==> src/hdl/rsc_pkg.sv <==
package rsc_pkg;
  // File register map
  localparam logic [6:0] ADR_TIMER = 7'h01;
  localparam logic [6:0] ADR_PC_LOW = 7'h02;
  localparam logic [6:0] ADR_STATUS = 7'h03;
  localparam logic [6:0] ADR_DIR = 7'h05;
  localparam logic [6:0] ADR_PORT = 7'h06;
  localparam logic [6:0] ADR_OPTION = 7'h07;
  localparam logic [6:0] ADR_PC_LATCH = 7'h0A;
  localparam logic [6:0] ADR_INTCON = 7'h0B;
  // Status, option and gate bit positions
  localparam int ST_C = 0;
  localparam int ST_NC = 1;
  localparam int ST_Z = 2;
  localparam int ST_PWDN = 3;
  localparam int ST_TO = 4;
  localparam int OPT_PSA = 3;
  localparam int GATE_BIT = 7;
  localparam logic [7:0] STATUS_RST = 8'h18;
  localparam logic [7:0] DIR_IN_ONLY = 8'h08;
  localparam logic [3:0] OE_ALLOWED = 4'h7;
  localparam logic [13:0] IDLE_WORD = 14'h0000;
  // Control-word low bytes under the all-zero prefix
  localparam logic [7:0] LO_RETURN = 8'h08;
  localparam logic [7:0] LO_IRQ_EXIT = 8'h09;
  localparam logic [7:0] LO_SLEEP = 8'h63;
  localparam logic [7:0] LO_KICK = 8'h64;
  // Software port map
  localparam logic [3:0] REG_CTRL = 4'h0;
  localparam logic [3:0] REG_ACC = 4'h1;
  localparam logic [3:0] REG_STATUS = 4'h2;
  localparam logic [3:0] REG_PC_LO = 4'h3;
  localparam logic [3:0] REG_PC_HI = 4'h4;
  localparam int PHASES_PER_CYCLE = 4;
  localparam int STACK_DEPTH = 8;

  // Four oscillator phases of one instruction cycle
  typedef enum logic [1:0] {
    PH_Q1 = 2'b00,
    PH_Q2 = 2'b01,
    PH_Q3 = 2'b10,
    PH_Q4 = 2'b11
  } rsc_phase_type;

  // Register port request
  typedef struct packed {
    logic [3:0] addr;
    logic [7:0] wdata;
    logic wr;
    logic rd;
  } rsc_bus_type;

  // Whole core state
  typedef struct packed {
    logic [127:0][7:0] ram_r;
    logic [7:0] w_r;
    logic [12:0] pc_r;
    logic [13:0] ir_r;
    logic flush_r;
    rsc_phase_type phase_r;
    logic [STACK_DEPTH-1:0][12:0] stack_r;
    logic [2:0] sp_r;
    logic [7:0] timer_r;
    logic [7:0] presc_r;
    logic [2:0][3:0] pin_sync_r;
    logic [3:0] pin_stable_r;
    logic run_r;
    logic [7:0] rdata_r;
    logic standby_r;
    logic kick_r;
  } rsc_state_type;
endpackage

==> src/hdl/rsc_core.sv <==
// Design decisions made here: strobed register access and the address map.
`timescale 1ns/1ns
module rsc_core
  import rsc_pkg::*;
(
  // Clock and reset
  input wire logic mclk,
  input wire logic reset,
  // Program memory
  output logic [12:0] prog_addr,
  input wire logic [13:0] instr_data,
  // General purpose pins
  input wire logic [3:0] gpio_in,
  output logic [3:0] gpio_out,
  output logic [3:0] gpio_oe,
  // Power management pulses
  output logic standby_pulse,
  output logic watchdog_kick,
  // Software register port
  input wire rsc_bus_type bus,
  output logic [7:0] bus_rdata
);

  rsc_state_type s; // Registered state
  rsc_state_type n; // Next state

  // Decode and datapath helpers
  logic exec_en; // Q4 of a running cycle
  logic [13:0] op; // Instruction being executed
  logic [6:0] f; // File operand address
  logic [2:0] bsel; // Bit position
  logic [7:0] k8; // Literal
  logic [7:0] fval; // Operand as read
  logic [7:0] res; // Datapath result
  logic wr_w; // Result to accumulator
  logic wr_f; // Result to file register
  logic upd_z; // Zero flag changes
  logic upd_cdc; // Carry and nibble carry change
  logic upd_c; // Carry alone changes
  logic new_c; // New carry
  logic new_nc; // New nibble carry
  logic skip; // Discard next fetched word
  logic is_jump; // Unconditional jump
  logic is_call; // Subroutine call
  logic is_ret; // Pop return address
  logic is_irq_exit; // Interrupt exit
  logic is_sleep; // Standby request
  logic is_kick; // Watchdog restart
  logic [9:0] sum; // {dc, c, result} from the adder
  logic tmr_tick; // Timer advances this cycle
  logic [7:0] pmask; // Prescaler rate mask

  // Carry-aware adder shared by all add and subtract forms
  function automatic logic [9:0] add8(input logic [7:0] a, input logic [7:0] b, input logic cin);
    logic [4:0] lo;
    logic [4:0] hi;
    lo = {1'b0, a[3:0]} + {1'b0, b[3:0]} + {4'h0, cin};
    hi = {1'b0, a[7:4]} + {1'b0, b[7:4]} + {4'h0, lo[4]};
    return {lo[4], hi[4], hi[3:0], lo[3:0]};
  endfunction

  // Operand fetch with the special-register views
  function automatic logic [7:0] file_rd(input logic [127:0][7:0] ram, input logic [6:0] adr,
                                         input logic [7:0] tmr, input logic [7:0] pc_lo,
                                         input logic [3:0] pins);
    case (adr)
      ADR_TIMER: return tmr;
      ADR_PC_LOW: return pc_lo;
      ADR_DIR: return ram[adr] | DIR_IN_ONLY;
      ADR_PORT: return {4'h0, pins};
      default: return ram[adr];
    endcase
  endfunction

  // Execution happens once per four phases; a flushed slot runs as idle
  assign exec_en = s.run_r && (s.phase_r == PH_Q4);
  assign op = s.flush_r ? IDLE_WORD : s.ir_r;
  assign f = op[6:0];
  assign bsel = op[9:7];
  assign k8 = op[7:0];
  assign fval = file_rd(s.ram_r, f, s.timer_r, s.pc_r[7:0], s.pin_stable_r);
  assign pmask = 8'hFF >> (3'd7 - s.ram_r[ADR_OPTION][2:0]);

  // Outputs come straight from state
  assign prog_addr = s.pc_r;
  assign gpio_out = s.ram_r[ADR_PORT][3:0];
  assign gpio_oe = ~s.ram_r[ADR_DIR][3:0] & OE_ALLOWED;
  assign standby_pulse = s.standby_r;
  assign watchdog_kick = s.kick_r;
  assign bus_rdata = s.rdata_r;

  // Decode, datapath and next state
  always_comb begin
    n = s;
    n.standby_r = 1'b0;
    n.kick_r = 1'b0;
    n.rdata_r = 8'h00;
    res = 8'h00;
    wr_w = 1'b0;
    wr_f = 1'b0;
    upd_z = 1'b0;
    upd_cdc = 1'b0;
    upd_c = 1'b0;
    new_c = s.ram_r[ADR_STATUS][ST_C];
    new_nc = s.ram_r[ADR_STATUS][ST_NC];
    skip = 1'b0;
    is_jump = 1'b0;
    is_call = 1'b0;
    is_ret = 1'b0;
    is_irq_exit = 1'b0;
    is_sleep = 1'b0;
    is_kick = 1'b0;
    sum = 10'h000;
    tmr_tick = 1'b0;

    // Pin synchroniser; a change counts once stages two and three agree
    n.pin_sync_r[0] = gpio_in;
    n.pin_sync_r[1] = s.pin_sync_r[0];
    n.pin_sync_r[2] = s.pin_sync_r[1];
    if (s.pin_sync_r[1] == s.pin_sync_r[2]) begin
      n.pin_stable_r = s.pin_sync_r[2];
    end

    // Phase counter free-runs while enabled
    if (s.run_r) begin
      n.phase_r = rsc_phase_type'(s.phase_r + 2'b01);
    end

    // Instruction decode
    case (op[13:12])
      2'b00: begin
        // Byte-oriented; d picks the destination
        wr_f = op[7];
        wr_w = !op[7];
        case (op[11:8])
          4'b0111: begin
            sum = add8(s.w_r, fval, 1'b0);
            res = sum[7:0];
            upd_cdc = 1'b1;
            upd_z = 1'b1;
          end
          4'b0010: begin
            sum = add8(fval, ~s.w_r, 1'b1);
            res = sum[7:0];
            upd_cdc = 1'b1;
            upd_z = 1'b1;
          end
          4'b0100: begin
            res = s.w_r | fval;
            upd_z = 1'b1;
          end
          4'b0110: begin
            res = s.w_r ^ fval;
            upd_z = 1'b1;
          end
          4'b0101: begin
            res = s.w_r & fval;
            upd_z = 1'b1;
          end
          4'b1101: begin
            res = {fval[6:0], s.ram_r[ADR_STATUS][ST_C]};
            new_c = fval[7];
            upd_c = 1'b1;
          end
          4'b1100: begin
            res = {s.ram_r[ADR_STATUS][ST_C], fval[7:1]};
            new_c = fval[0];
            upd_c = 1'b1;
          end
          4'b1011: begin
            res = fval - 8'h01;
            skip = (res == 8'h00);
          end
          4'b1111: begin
            res = fval + 8'h01;
            skip = (res == 8'h00);
          end
          4'b1000: begin
            res = fval;
            upd_z = 1'b1;
          end
          4'b1001: begin
            res = ~fval;
            upd_z = 1'b1;
          end
          4'b0011: begin
            res = fval - 8'h01;
            upd_z = 1'b1;
          end
          4'b1010: begin
            res = fval + 8'h01;
            upd_z = 1'b1;
          end
          4'b1110: begin
            res = {fval[3:0], fval[7:4]};
          end
          4'b0001: begin
            // Clear register or accumulator; low bits of the accumulator form are ignored
            res = 8'h00;
            upd_z = 1'b1;
          end
          4'b0000: begin
            wr_w = 1'b0;
            res = s.w_r;
            if (!op[7]) begin
              // Control words; anything else here is idle
              case (op[7:0])
                LO_RETURN: is_ret = 1'b1;
                LO_IRQ_EXIT: begin
                  is_ret = 1'b1;
                  is_irq_exit = 1'b1;
                end
                LO_SLEEP: is_sleep = 1'b1;
                LO_KICK: is_kick = 1'b1;
                default: ;
              endcase
            end
          end
          default: begin
            wr_f = 1'b0;
            wr_w = 1'b0;
          end
        endcase
      end
      2'b01: begin
        // Bit-oriented; the whole byte is read; set and clear change one bit and write it all back, tests only skip
        res = fval;
        case (op[11:10])
          2'b00: begin
            res[bsel] = 1'b0;
            wr_f = 1'b1;
          end
          2'b01: begin
            res[bsel] = 1'b1;
            wr_f = 1'b1;
          end
          2'b10: skip = !fval[bsel];
          default: skip = fval[bsel];
        endcase
      end
      2'b10: begin
        is_jump = op[11];
        is_call = !op[11];
      end
      default: begin
        // Literal forms; x bits are never looked at
        wr_w = 1'b1;
        casez (op[11:8])
          4'b00??: res = k8;
          4'b01??: begin
            res = k8;
            is_ret = 1'b1;
          end
          4'b1000: begin
            res = s.w_r | k8;
            upd_z = 1'b1;
          end
          4'b1010: begin
            res = s.w_r ^ k8;
            upd_z = 1'b1;
          end
          4'b1001: begin
            res = s.w_r & k8;
            upd_z = 1'b1;
          end
          4'b110?: begin
            sum = add8(k8, ~s.w_r, 1'b1);
            res = sum[7:0];
            upd_cdc = 1'b1;
            upd_z = 1'b1;
          end
          4'b111?: begin
            sum = add8(k8, s.w_r, 1'b0);
            res = sum[7:0];
            upd_cdc = 1'b1;
            upd_z = 1'b1;
          end
          default: wr_w = 1'b0;
        endcase
      end
    endcase
    if (upd_cdc) begin
      new_c = sum[8];
      new_nc = sum[9];
    end

    // Commit at the end of the instruction cycle
    if (exec_en) begin
      n.ir_r = instr_data;
      n.flush_r = 1'b0;
      n.pc_r = s.pc_r + 13'h0001;
      // Prescaler runs only while assigned to the timer
      if (!s.ram_r[ADR_OPTION][OPT_PSA]) begin
        n.presc_r = s.presc_r + 8'h01;
        tmr_tick = ((s.presc_r & pmask) == pmask);
      end else begin
        tmr_tick = 1'b1;
      end
      if (tmr_tick) begin
        n.timer_r = s.timer_r + 8'h01;
      end
      if (wr_w) begin
        n.w_r = res;
      end
      if (wr_f) begin
        case (f)
          ADR_TIMER: begin
            n.timer_r = res;
            if (!s.ram_r[ADR_OPTION][OPT_PSA]) begin
              n.presc_r = 8'h00;
            end
          end
          ADR_PC_LOW: begin
            n.pc_r = {s.ram_r[ADR_PC_LATCH][4:0], res};
            n.flush_r = 1'b1;
          end
          default: n.ram_r[f] = res;
        endcase
      end
      // Flags are applied after the store so they win over written bits
      if (upd_z) begin
        n.ram_r[ADR_STATUS][ST_Z] = (res == 8'h00);
      end
      if (upd_cdc || upd_c) begin
        n.ram_r[ADR_STATUS][ST_C] = new_c;
      end
      if (upd_cdc) begin
        n.ram_r[ADR_STATUS][ST_NC] = new_nc;
      end
      if (is_sleep) begin
        n.ram_r[ADR_STATUS][ST_TO] = 1'b1;
        n.ram_r[ADR_STATUS][ST_PWDN] = 1'b0;
        n.standby_r = 1'b1;
        n.kick_r = 1'b1;
      end
      if (is_kick) begin
        n.ram_r[ADR_STATUS][ST_TO] = 1'b1;
        n.ram_r[ADR_STATUS][ST_PWDN] = 1'b1;
        n.kick_r = 1'b1;
      end
      if (skip) begin
        n.flush_r = 1'b1;
      end
      if (is_jump || is_call) begin
        n.pc_r = {s.ram_r[ADR_PC_LATCH][4:3], op[10:0]};
        n.flush_r = 1'b1;
      end
      if (is_call) begin
        n.stack_r[s.sp_r] = s.pc_r;
        n.sp_r = s.sp_r + 3'd1;
      end
      if (is_ret) begin
        n.pc_r = s.stack_r[s.sp_r - 3'd1];
        n.sp_r = s.sp_r - 3'd1;
        n.flush_r = 1'b1;
      end
      if (is_irq_exit) begin
        n.ram_r[ADR_INTCON][GATE_BIT] = 1'b1;
      end
    end

    // Software port: control write and one-cycle-late read data
    if (bus.wr && (bus.addr == REG_CTRL)) begin
      n.run_r = bus.wdata[0];
    end
    if (bus.rd) begin
      case (bus.addr)
        REG_CTRL: n.rdata_r = {7'h00, s.run_r};
        REG_ACC: n.rdata_r = s.w_r;
        REG_STATUS: n.rdata_r = s.ram_r[ADR_STATUS];
        REG_PC_LO: n.rdata_r = s.pc_r[7:0];
        REG_PC_HI: n.rdata_r = {3'h0, s.pc_r[12:8]};
        default: n.rdata_r = 8'h00;
      endcase
    end
  end

  // State register with synchronous reset; first slot flushed
  always_ff @(posedge mclk) begin
    if (reset) begin
      s <= '0;
      s.ram_r[ADR_STATUS] <= STATUS_RST;
      s.run_r <= 1'b1;
      s.flush_r <= 1'b1;
    end else begin
      s <= n;
    end
  end
endmodule

==> config.mk <==
export PLATFORM = sky130hd
export DESIGN_NAME = rsc_core
export DESIGN_NICKNAME = d
export VERILOG_FILES = /design/src/hdl/rsc_pkg.sv /design/src/hdl/rsc_core.sv
export SDC_FILE = /design/constraint.sdc
export NUM_CORES = 2
export LEC_CHECK = 0
export BUFFER_PORTS_ARGS = -buffer_cell sky130_fd_sc_hd__clkbuf_2
export CAP_MARGIN = 5
export CELL_PAD_IN_SITES_DETAIL_PLACEMENT = 1
export CELL_PAD_IN_SITES_GLOBAL_PLACEMENT = 2
export CORE_MARGIN = 2
export CORE_UTILIZATION = 44
export CTS_BUF_LIST = sky130_fd_sc_hd__clkbuf_8
export CTS_CLUSTER_SIZE = 30
export DETAILED_ROUTE_END_ITERATION = 8
export PLACE_DENSITY = 0.88
export SYNTH_ARGS = -nofsm -noshare
export SYNTH_HDL_FRONTEND = slang
export SYNTH_SLANG_ARGS = --single-unit
==> constraint.sdc <==
create_clock -name mclk -period 12.2 [get_ports mclk]
set_input_delay 1.22 -clock mclk [delete_from_list [all_inputs] [get_ports mclk]]
set_output_delay 1.22 -clock mclk [all_outputs]
set_load 0.01 [all_outputs]
# --- Word-level counts from Yosys, hierarchy flattened ---
# Index checks and enable logic that the tools add are counted.
op_classes:
  n_bitwise: 16
  mux: 90
  reduce_logical: 46
  n_eq_ne: 43
  n_addsub: 23
  order_cmp: 7
  shifts: 1
ops:
  columns: ["operator", "count"]
  rows:
  - ["$bwmux 1024", 1]
  - ["$mux 96", 2]
  - ["$pmux 8 s14", 1]
  - ["$bwmux 104", 1]
  - ["$mux 13", 6]
  - ["$pmux 10 s2", 3]
  - ["$bmux 8 s7", 1]
  - ["$demux 8 s7", 1]
  - ["$pmux 8 s6", 1]
  - ["$mux 1", 43]
  - ["$add 4x4->5", 8]
  - ["$mux 8", 5]
  - ["$pmux 8 s5", 1]
  - ["$bmux 13 s3", 1]
  - ["$demux 13 s3", 1]
  - ["$and 8x8->8", 4]
  - ["$eq 4x4->1 const B", 8]
  - ["$mux 16", 2]
  - ["$pmux 8 s4", 1]
  - ["$add 8x1->8 const B", 3]
  - ["$logic_not 8->1", 3]
  - ["$not 8->8", 3]
  - ["$or 8x8->8", 3]
  - ["$pmux 8 s3", 1]
  - ["other kinds (54)", 122]
word_totals:
  regBits: 1212
  in_bits: 34
  out_inout_bits: 31

# --- Logic depth before layout (Yosys ltp) ---
logic_depth:
  word_depth: 14
  ltp_mapped: 30
  depth_no_buf: 25

# --- Worst setup path before layout ---
# No wires, ideal clock.
synth_timing:
  kind: "register to register"
  start: "register s[154] (netlist name)"
  end: "register s[217] (netlist name)"
  arrival_ns: 5.671
  path_stages_with_launch: 27
  n_path_buf: 6
  period_less_slack_ns: 5.806
  slack_ns: 6.394
  cell_sequence: "dfxtp_1 -> buf_2 -> buf_6 -> buf_2 -> buf_2 -> o211ai_1 -> o211a_1 -> nor4_1 -> nor4_2 -> o31ai_4 -> inv_1 -> ha_1 -> fa_1 -> o21bai_1 -> a21oi_1 -> fa_1 -> inv_1 -> fa_1 -> a221oi_1 -> o211ai_1 -> a21o_1 -> a221oi_1 -> a41oi_1 -> nor4_2 -> clkbuf_1 -> buf_2 -> a211oi_1"
synth_via:
  elab_chain_cells: 10
  word_cells_on_any_way: 41
  classes_between: "add/sub (14); order compare (2); eq/ne (4); mux (11); bitwise (7); reduce/logical (3)"
synth_lines:
  columns: ["element", "line", "rtl"]
  rows:
  - ["from (decl)", "rsc_core.sv:24", "rsc_state_type s;"]
  - ["from (signal assigned)", "rsc_core.sv:386", "s <= n;"]
  - ["$mux 14 (*)", "rsc_core.sv:77", "assign op = s.flush_r ? IDLE_WORD : s.ir_r;"]
  - ["$bmux 8 s7", "rsc_core.sv:69, rsc_core.sv:71", null]
  - ["$mux 8 (implied by the code)", "rsc_core.sv:69, rsc_core.sv:71", null]
  - ["$pmux 8 s4", "rsc_core.sv:66", "case (adr)"]
  - ["$add 4x4->5", "rsc_core.sv:57", "lo = {1'b0, a[3:0]} + {1'b0, b[3:0]} + {4'h0, cin};"]
  - ["$add 5x1->5", "rsc_core.sv:57", null]
  - ["$add 5x1->5", "rsc_core.sv:58", "hi = {1'b0, a[7:4]} + {1'b0, b[7:4]} + {4'h0, lo[4]};"]
  - ["$pmux 8 s14", "rsc_core.sv:135", "case (op[11:8])"]
  - ["$pmux 8 s3", "rsc_core.sv:130", "case (op[13:12])"]
  - ["$bwmux 1024", "rsc_core.sv:317", "default: n.ram_r[f] = res;"]
# Every way passes the cells marked *; elsewhere a longest branch is shown, timed or not. The select of a mux whose other input is x is not followed.
# A chain may end at the register's enable or synchronous reset.

# --- Worst setup path after layout ---
layout_timing:
  start: "register s[152] (netlist name)"
  end: "register s[214] (netlist name)"
layout_via:
  elab_chain_cells: 13
  word_cells_on_any_way: 91
  classes_between: "add/sub (16); order compare (4); eq/ne (25); mux (21); bitwise (10); reduce/logical (15)"
layout_lines:
  columns: ["element", "line"]
  rows:
  - ["$mux 14 (*)", "rsc_core.sv:77"]
  - ["branches (longest 12 deep; another with $add 4x4->5)", null]
# Mark *: on every way between the ends. The select of a mux whose other input is x is not followed.

==> run metrics <==
Die W=between 300 and 400 um; crit path buf inv count=6; Async SR Flop Fraction=0%; CP required=13.07 ns; vias in the first global route=53.76k; Worst slew margin=6.555%; Slew Limit Fails=0; ANT nets after route=0; worst setup path category=flip-flop to flip-flop; routed len/inst=approximately 29 um; Leakage=about 19 nW; Non-Filler Instances=approximately 8.3k; Root Driver=clkbuf_8; Placer Congestion=0.9374; area occupied by multi-input gates=just under 0.03 mm^2; distinct cell type count of the synthesized netlist=around 100; die area=around 0.13 mm^2; later-pin clock latency in the skew report=around 0.99 ns; critical path's slowest cell=nor4bb_1; Pwr Density=between 100 and 150 mW/mm^2; period utilisation layout=approximately four fifths; Placeable Area=approximately 0.13 mm^2; Worst Tran Pin Value=1.397 ns; Top Ports=65; Synth Area per Inst=between 8 and 9 um^2; Peak supply drop=approximately 120 uV; FILL cells=about 15k; Hold Path Class=flip-flop to flip-flop; Final Skew=roughly 0.058 ns; min cycle time layout=9.728 ns; critical-path maximum fanout=between 100 and 150; Syn Nets=6,858; Detail Placement HPWL=~150,000 um; Worst-path clk slew=about 0.06 ns; CP Launch Type=flip-flop; Setup TNS=0 ns; H-tree depth=4; Cell Rows=between 100 and 150; number of instances in the placed design=7,969; Gate power share=4.9%; Setup violations, final=0; Primary FF master, synth=dfxtp_1; r2r setup slk=between 2 and 2.5 ns; FF-to-FF path depth=27; Critical Path Sink=s[214]; All-Layer GR Usage=35.27%; # DRC=0; Crit path top cell by count=fa_1; EDFF count, synth=0; Clock Sinks=about 1.2k; hold_buf cts=0; Nets=approximately 6.5k; FF-to-FF Start=s[152]; register bit total from synthesis=1,212; sequential power share=between 40 and 50%; Sw Ratio=a little over a quarter; Max Freq=roughly 100 MHz; layout cells sized above 1=between 10% and 20%; Pre-Repair DR Iteration Count=8; power share of the clock group=between 40% and 50%; Net Sw Power=~2.1 mW; largest net degree at the start of global routing=205; Final Hold Viols=0; Crit path max-delay family=compound AO/OA/AOI/OAI gates; crit path from=s[152]; worst-case clock buffer depth=3; via count=between 50k and 60k; nature of the critical path endpoint=flip-flop; vias per cell=around 6.5; Mapped Area=0.05715 mm^2; Iter 0 DRT Violations=between 5k and 6k; r2r endpoint=s[214]; register area share after synthesis=a little over two fifths; PortBufs=56; WL final=~240,000 um; Reg area=approximately 0.024 mm^2; TritonCTS clock tree=done; antenna violations before repair=8; RSZ-0062 raised after global routing=no; Starting Density=around 44%; max capacitance violation total=0; critical path data arrival time=10.59 ns; outcome=completed; Num CTS Buffers=207; Crit path largest cell delay=~0.97 ns; Cells after Synth=~6.8k; Die Span Y=about 360 um; Post-CTS Repair Setup Buffers=0; # resized after CTS=0; Area growth syn-to-layout=8.693%; GRT Residual Overflow=0; Critical Path Stages=27; synth warn=0; Internal Power=6.021 mW; global-route wire length before repair=roughly 350,000 um
==> cell type report <==
cell class,instances,share of cell area (%)
Timing Repair Buffer,210,2.651
Antenna cell,7,0.02820
Sequential cell,1212,39.08
Clock buffer,257,5.694
Tap cell,1742,3.509
Inverter,74,0.4471
Clock inverter,115,1.003
Multi-Input combinational cell,4731,47.59
==> registers in the layout, indices dropped and copies added (netlist names) <==
register,flops
bus_rdata,8
gpio_out,4
n,8
prog_addr,13
s,1177
standby_pulse,1
watchdog_kick,1
==> cells by family (layout without fill, tap and decap cells) <==
family                     count (synthesis)  after routing  synth area share [%]
AOI/OAI and AO/OA                       2195           2195                 25.67
adders and majority gates                 70             70                 1.690
and+or+nand+nor                         2078           2078                 15.65
buffers and inverters                    811            656                 6.233
muxes                                    355            355                 7.798
other                                      1              8              0.006561
DFF                                     1212           1212                 42.45
xor gates and xnor gates                  32             32                0.4904
==> placed cells by master, fill, tap and decap left out, types with 50 or more instances in the layout <==
master / instances
nor2_1: 1134
a211oi_1: 810
mux4_2: 65
ha_1: 58
dfxtp_1: 1206
mux2_2: 68
a21oi_1: 456
o21ai_0: 380
nand3_1: 193
nand2_1: 423
buf_4: 138
nor3_1: 50
clkbuf_8: 257
inv_1: 150
o22ai_1: 107
o221ai_1: 56
mux2i_1: 218
clkbuf_2: 55
==> power by group through the flow <==
stage	Sequential (mW)	Combinational, mW	Clock [mW]
after floorplan	4.05	0.243	0
after global placement	4.06	0.383	0
after detailed placement	4.07	0.386	0
after CTS	3.98	0.387	3.79
after global routing	3.98	0.408	3.97
final	3.98	0.400	3.76
==> synth_stat cells (all sizes together), types with 24 or more instances <==
master   instances  share of area (%)
o221ai          56               0.86
buf            250                2.5
mux2            72                1.4
a22oi           34               0.45
o22ai          107                1.2
nand4           24               0.26
a31oi           38               0.42
nor2b           48               0.53
a221oi          38               0.58
nor4            24               0.31
o21ai          394                3.5
dfxtp         1212                 42
a211oi         814                 11
and2            28               0.31
clkbuf         487                3.2
mux4            65                2.6
a2bb2oi         43               0.66
nand2          427                2.8
ha              58                1.3
mux2i          218                3.8
or2             30               0.33
inv             74               0.49
nor2          1135                7.5
nand3          198                1.7
nor3            54               0.48
a21oi          457                4.0
nand2b          26               0.28
==> worst register-to-register path: stages, from the launching register on <==
cell	delay (ns)
dfxtp_4	0.58
buf_4	0.44
nor2b_2	0.13
inv_2	0.32
buf_4	0.45
o221ai_1	0.21
a31oi_1	0.19
nor4bb_1	0.97
o22ai_1	0.45
o31ai_4	0.87
inv_1	0.28
ha_1	0.31
fa_1	0.45
o21bai_1	0.16
a21oi_1	0.12
fa_1	0.41
inv_1	0.11
fa_1	0.24
nor2_1	0.07
a221oi_1	0.27
nand4_1	0.16
a221oi_1	0.26
o211ai_1	0.13
a211oi_1	0.68
a32oi_4	0.11
buf_12	0.24
and2_1	0.82
o32ai_1	0.26
==> layer usage <==
metal | GRT usage (%) | part of all wire [%] | up-vias
met1 | 45.51 | 41 | 27000
met3 | 7.150 | 8.7 | 688
li1 | - | - | 23880
met5 | 0 | 0.0054 | -
met4 | 20.09 | 6.1 | 2
met2 | 54.90 | 44 | 2526
==> stage by stage <==
stage | utilization, % | setup WS, ns | total power [mW] | area [um^2] | hold slack (ns)
after floorplan | - | 6.394 | 4.298 | 57150 | 0.4138
after global placement | 44.86 | 3.219 | 4.448 | 57940 | 0.4357
after detailed placement | 44.86 | 3.098 | 4.451 | 57940 | 0.4273
after CTS | 48.09 | 3.081 | 8.159 | 62100 | 0.4344
after global routing | 48.09 | 2.376 | 8.360 | 62110 | 0.4560
final | 48.10 | 2.472 | 8.140 | 62120 | 0.4371
==> how the worst min path moves through the flow <==
stage	startpoint	slack, ns	endpoint	cells past startpoint
2_1_floorplan	n[19]	0.41	n[23]	1
3_3_place_gp	n[21]	0.44	n[25]	1
3_5_place_dp	n[21]	0.43	n[25]	1
4_1_cts	gpio_in[2]	0.43	n[21]	2
5_1_grt	gpio_in[2]	0.46	n[21]	2
6_report	n[21]	0.44	n[25]	1
Note: power is estimated with default switching activity, not from simulation.
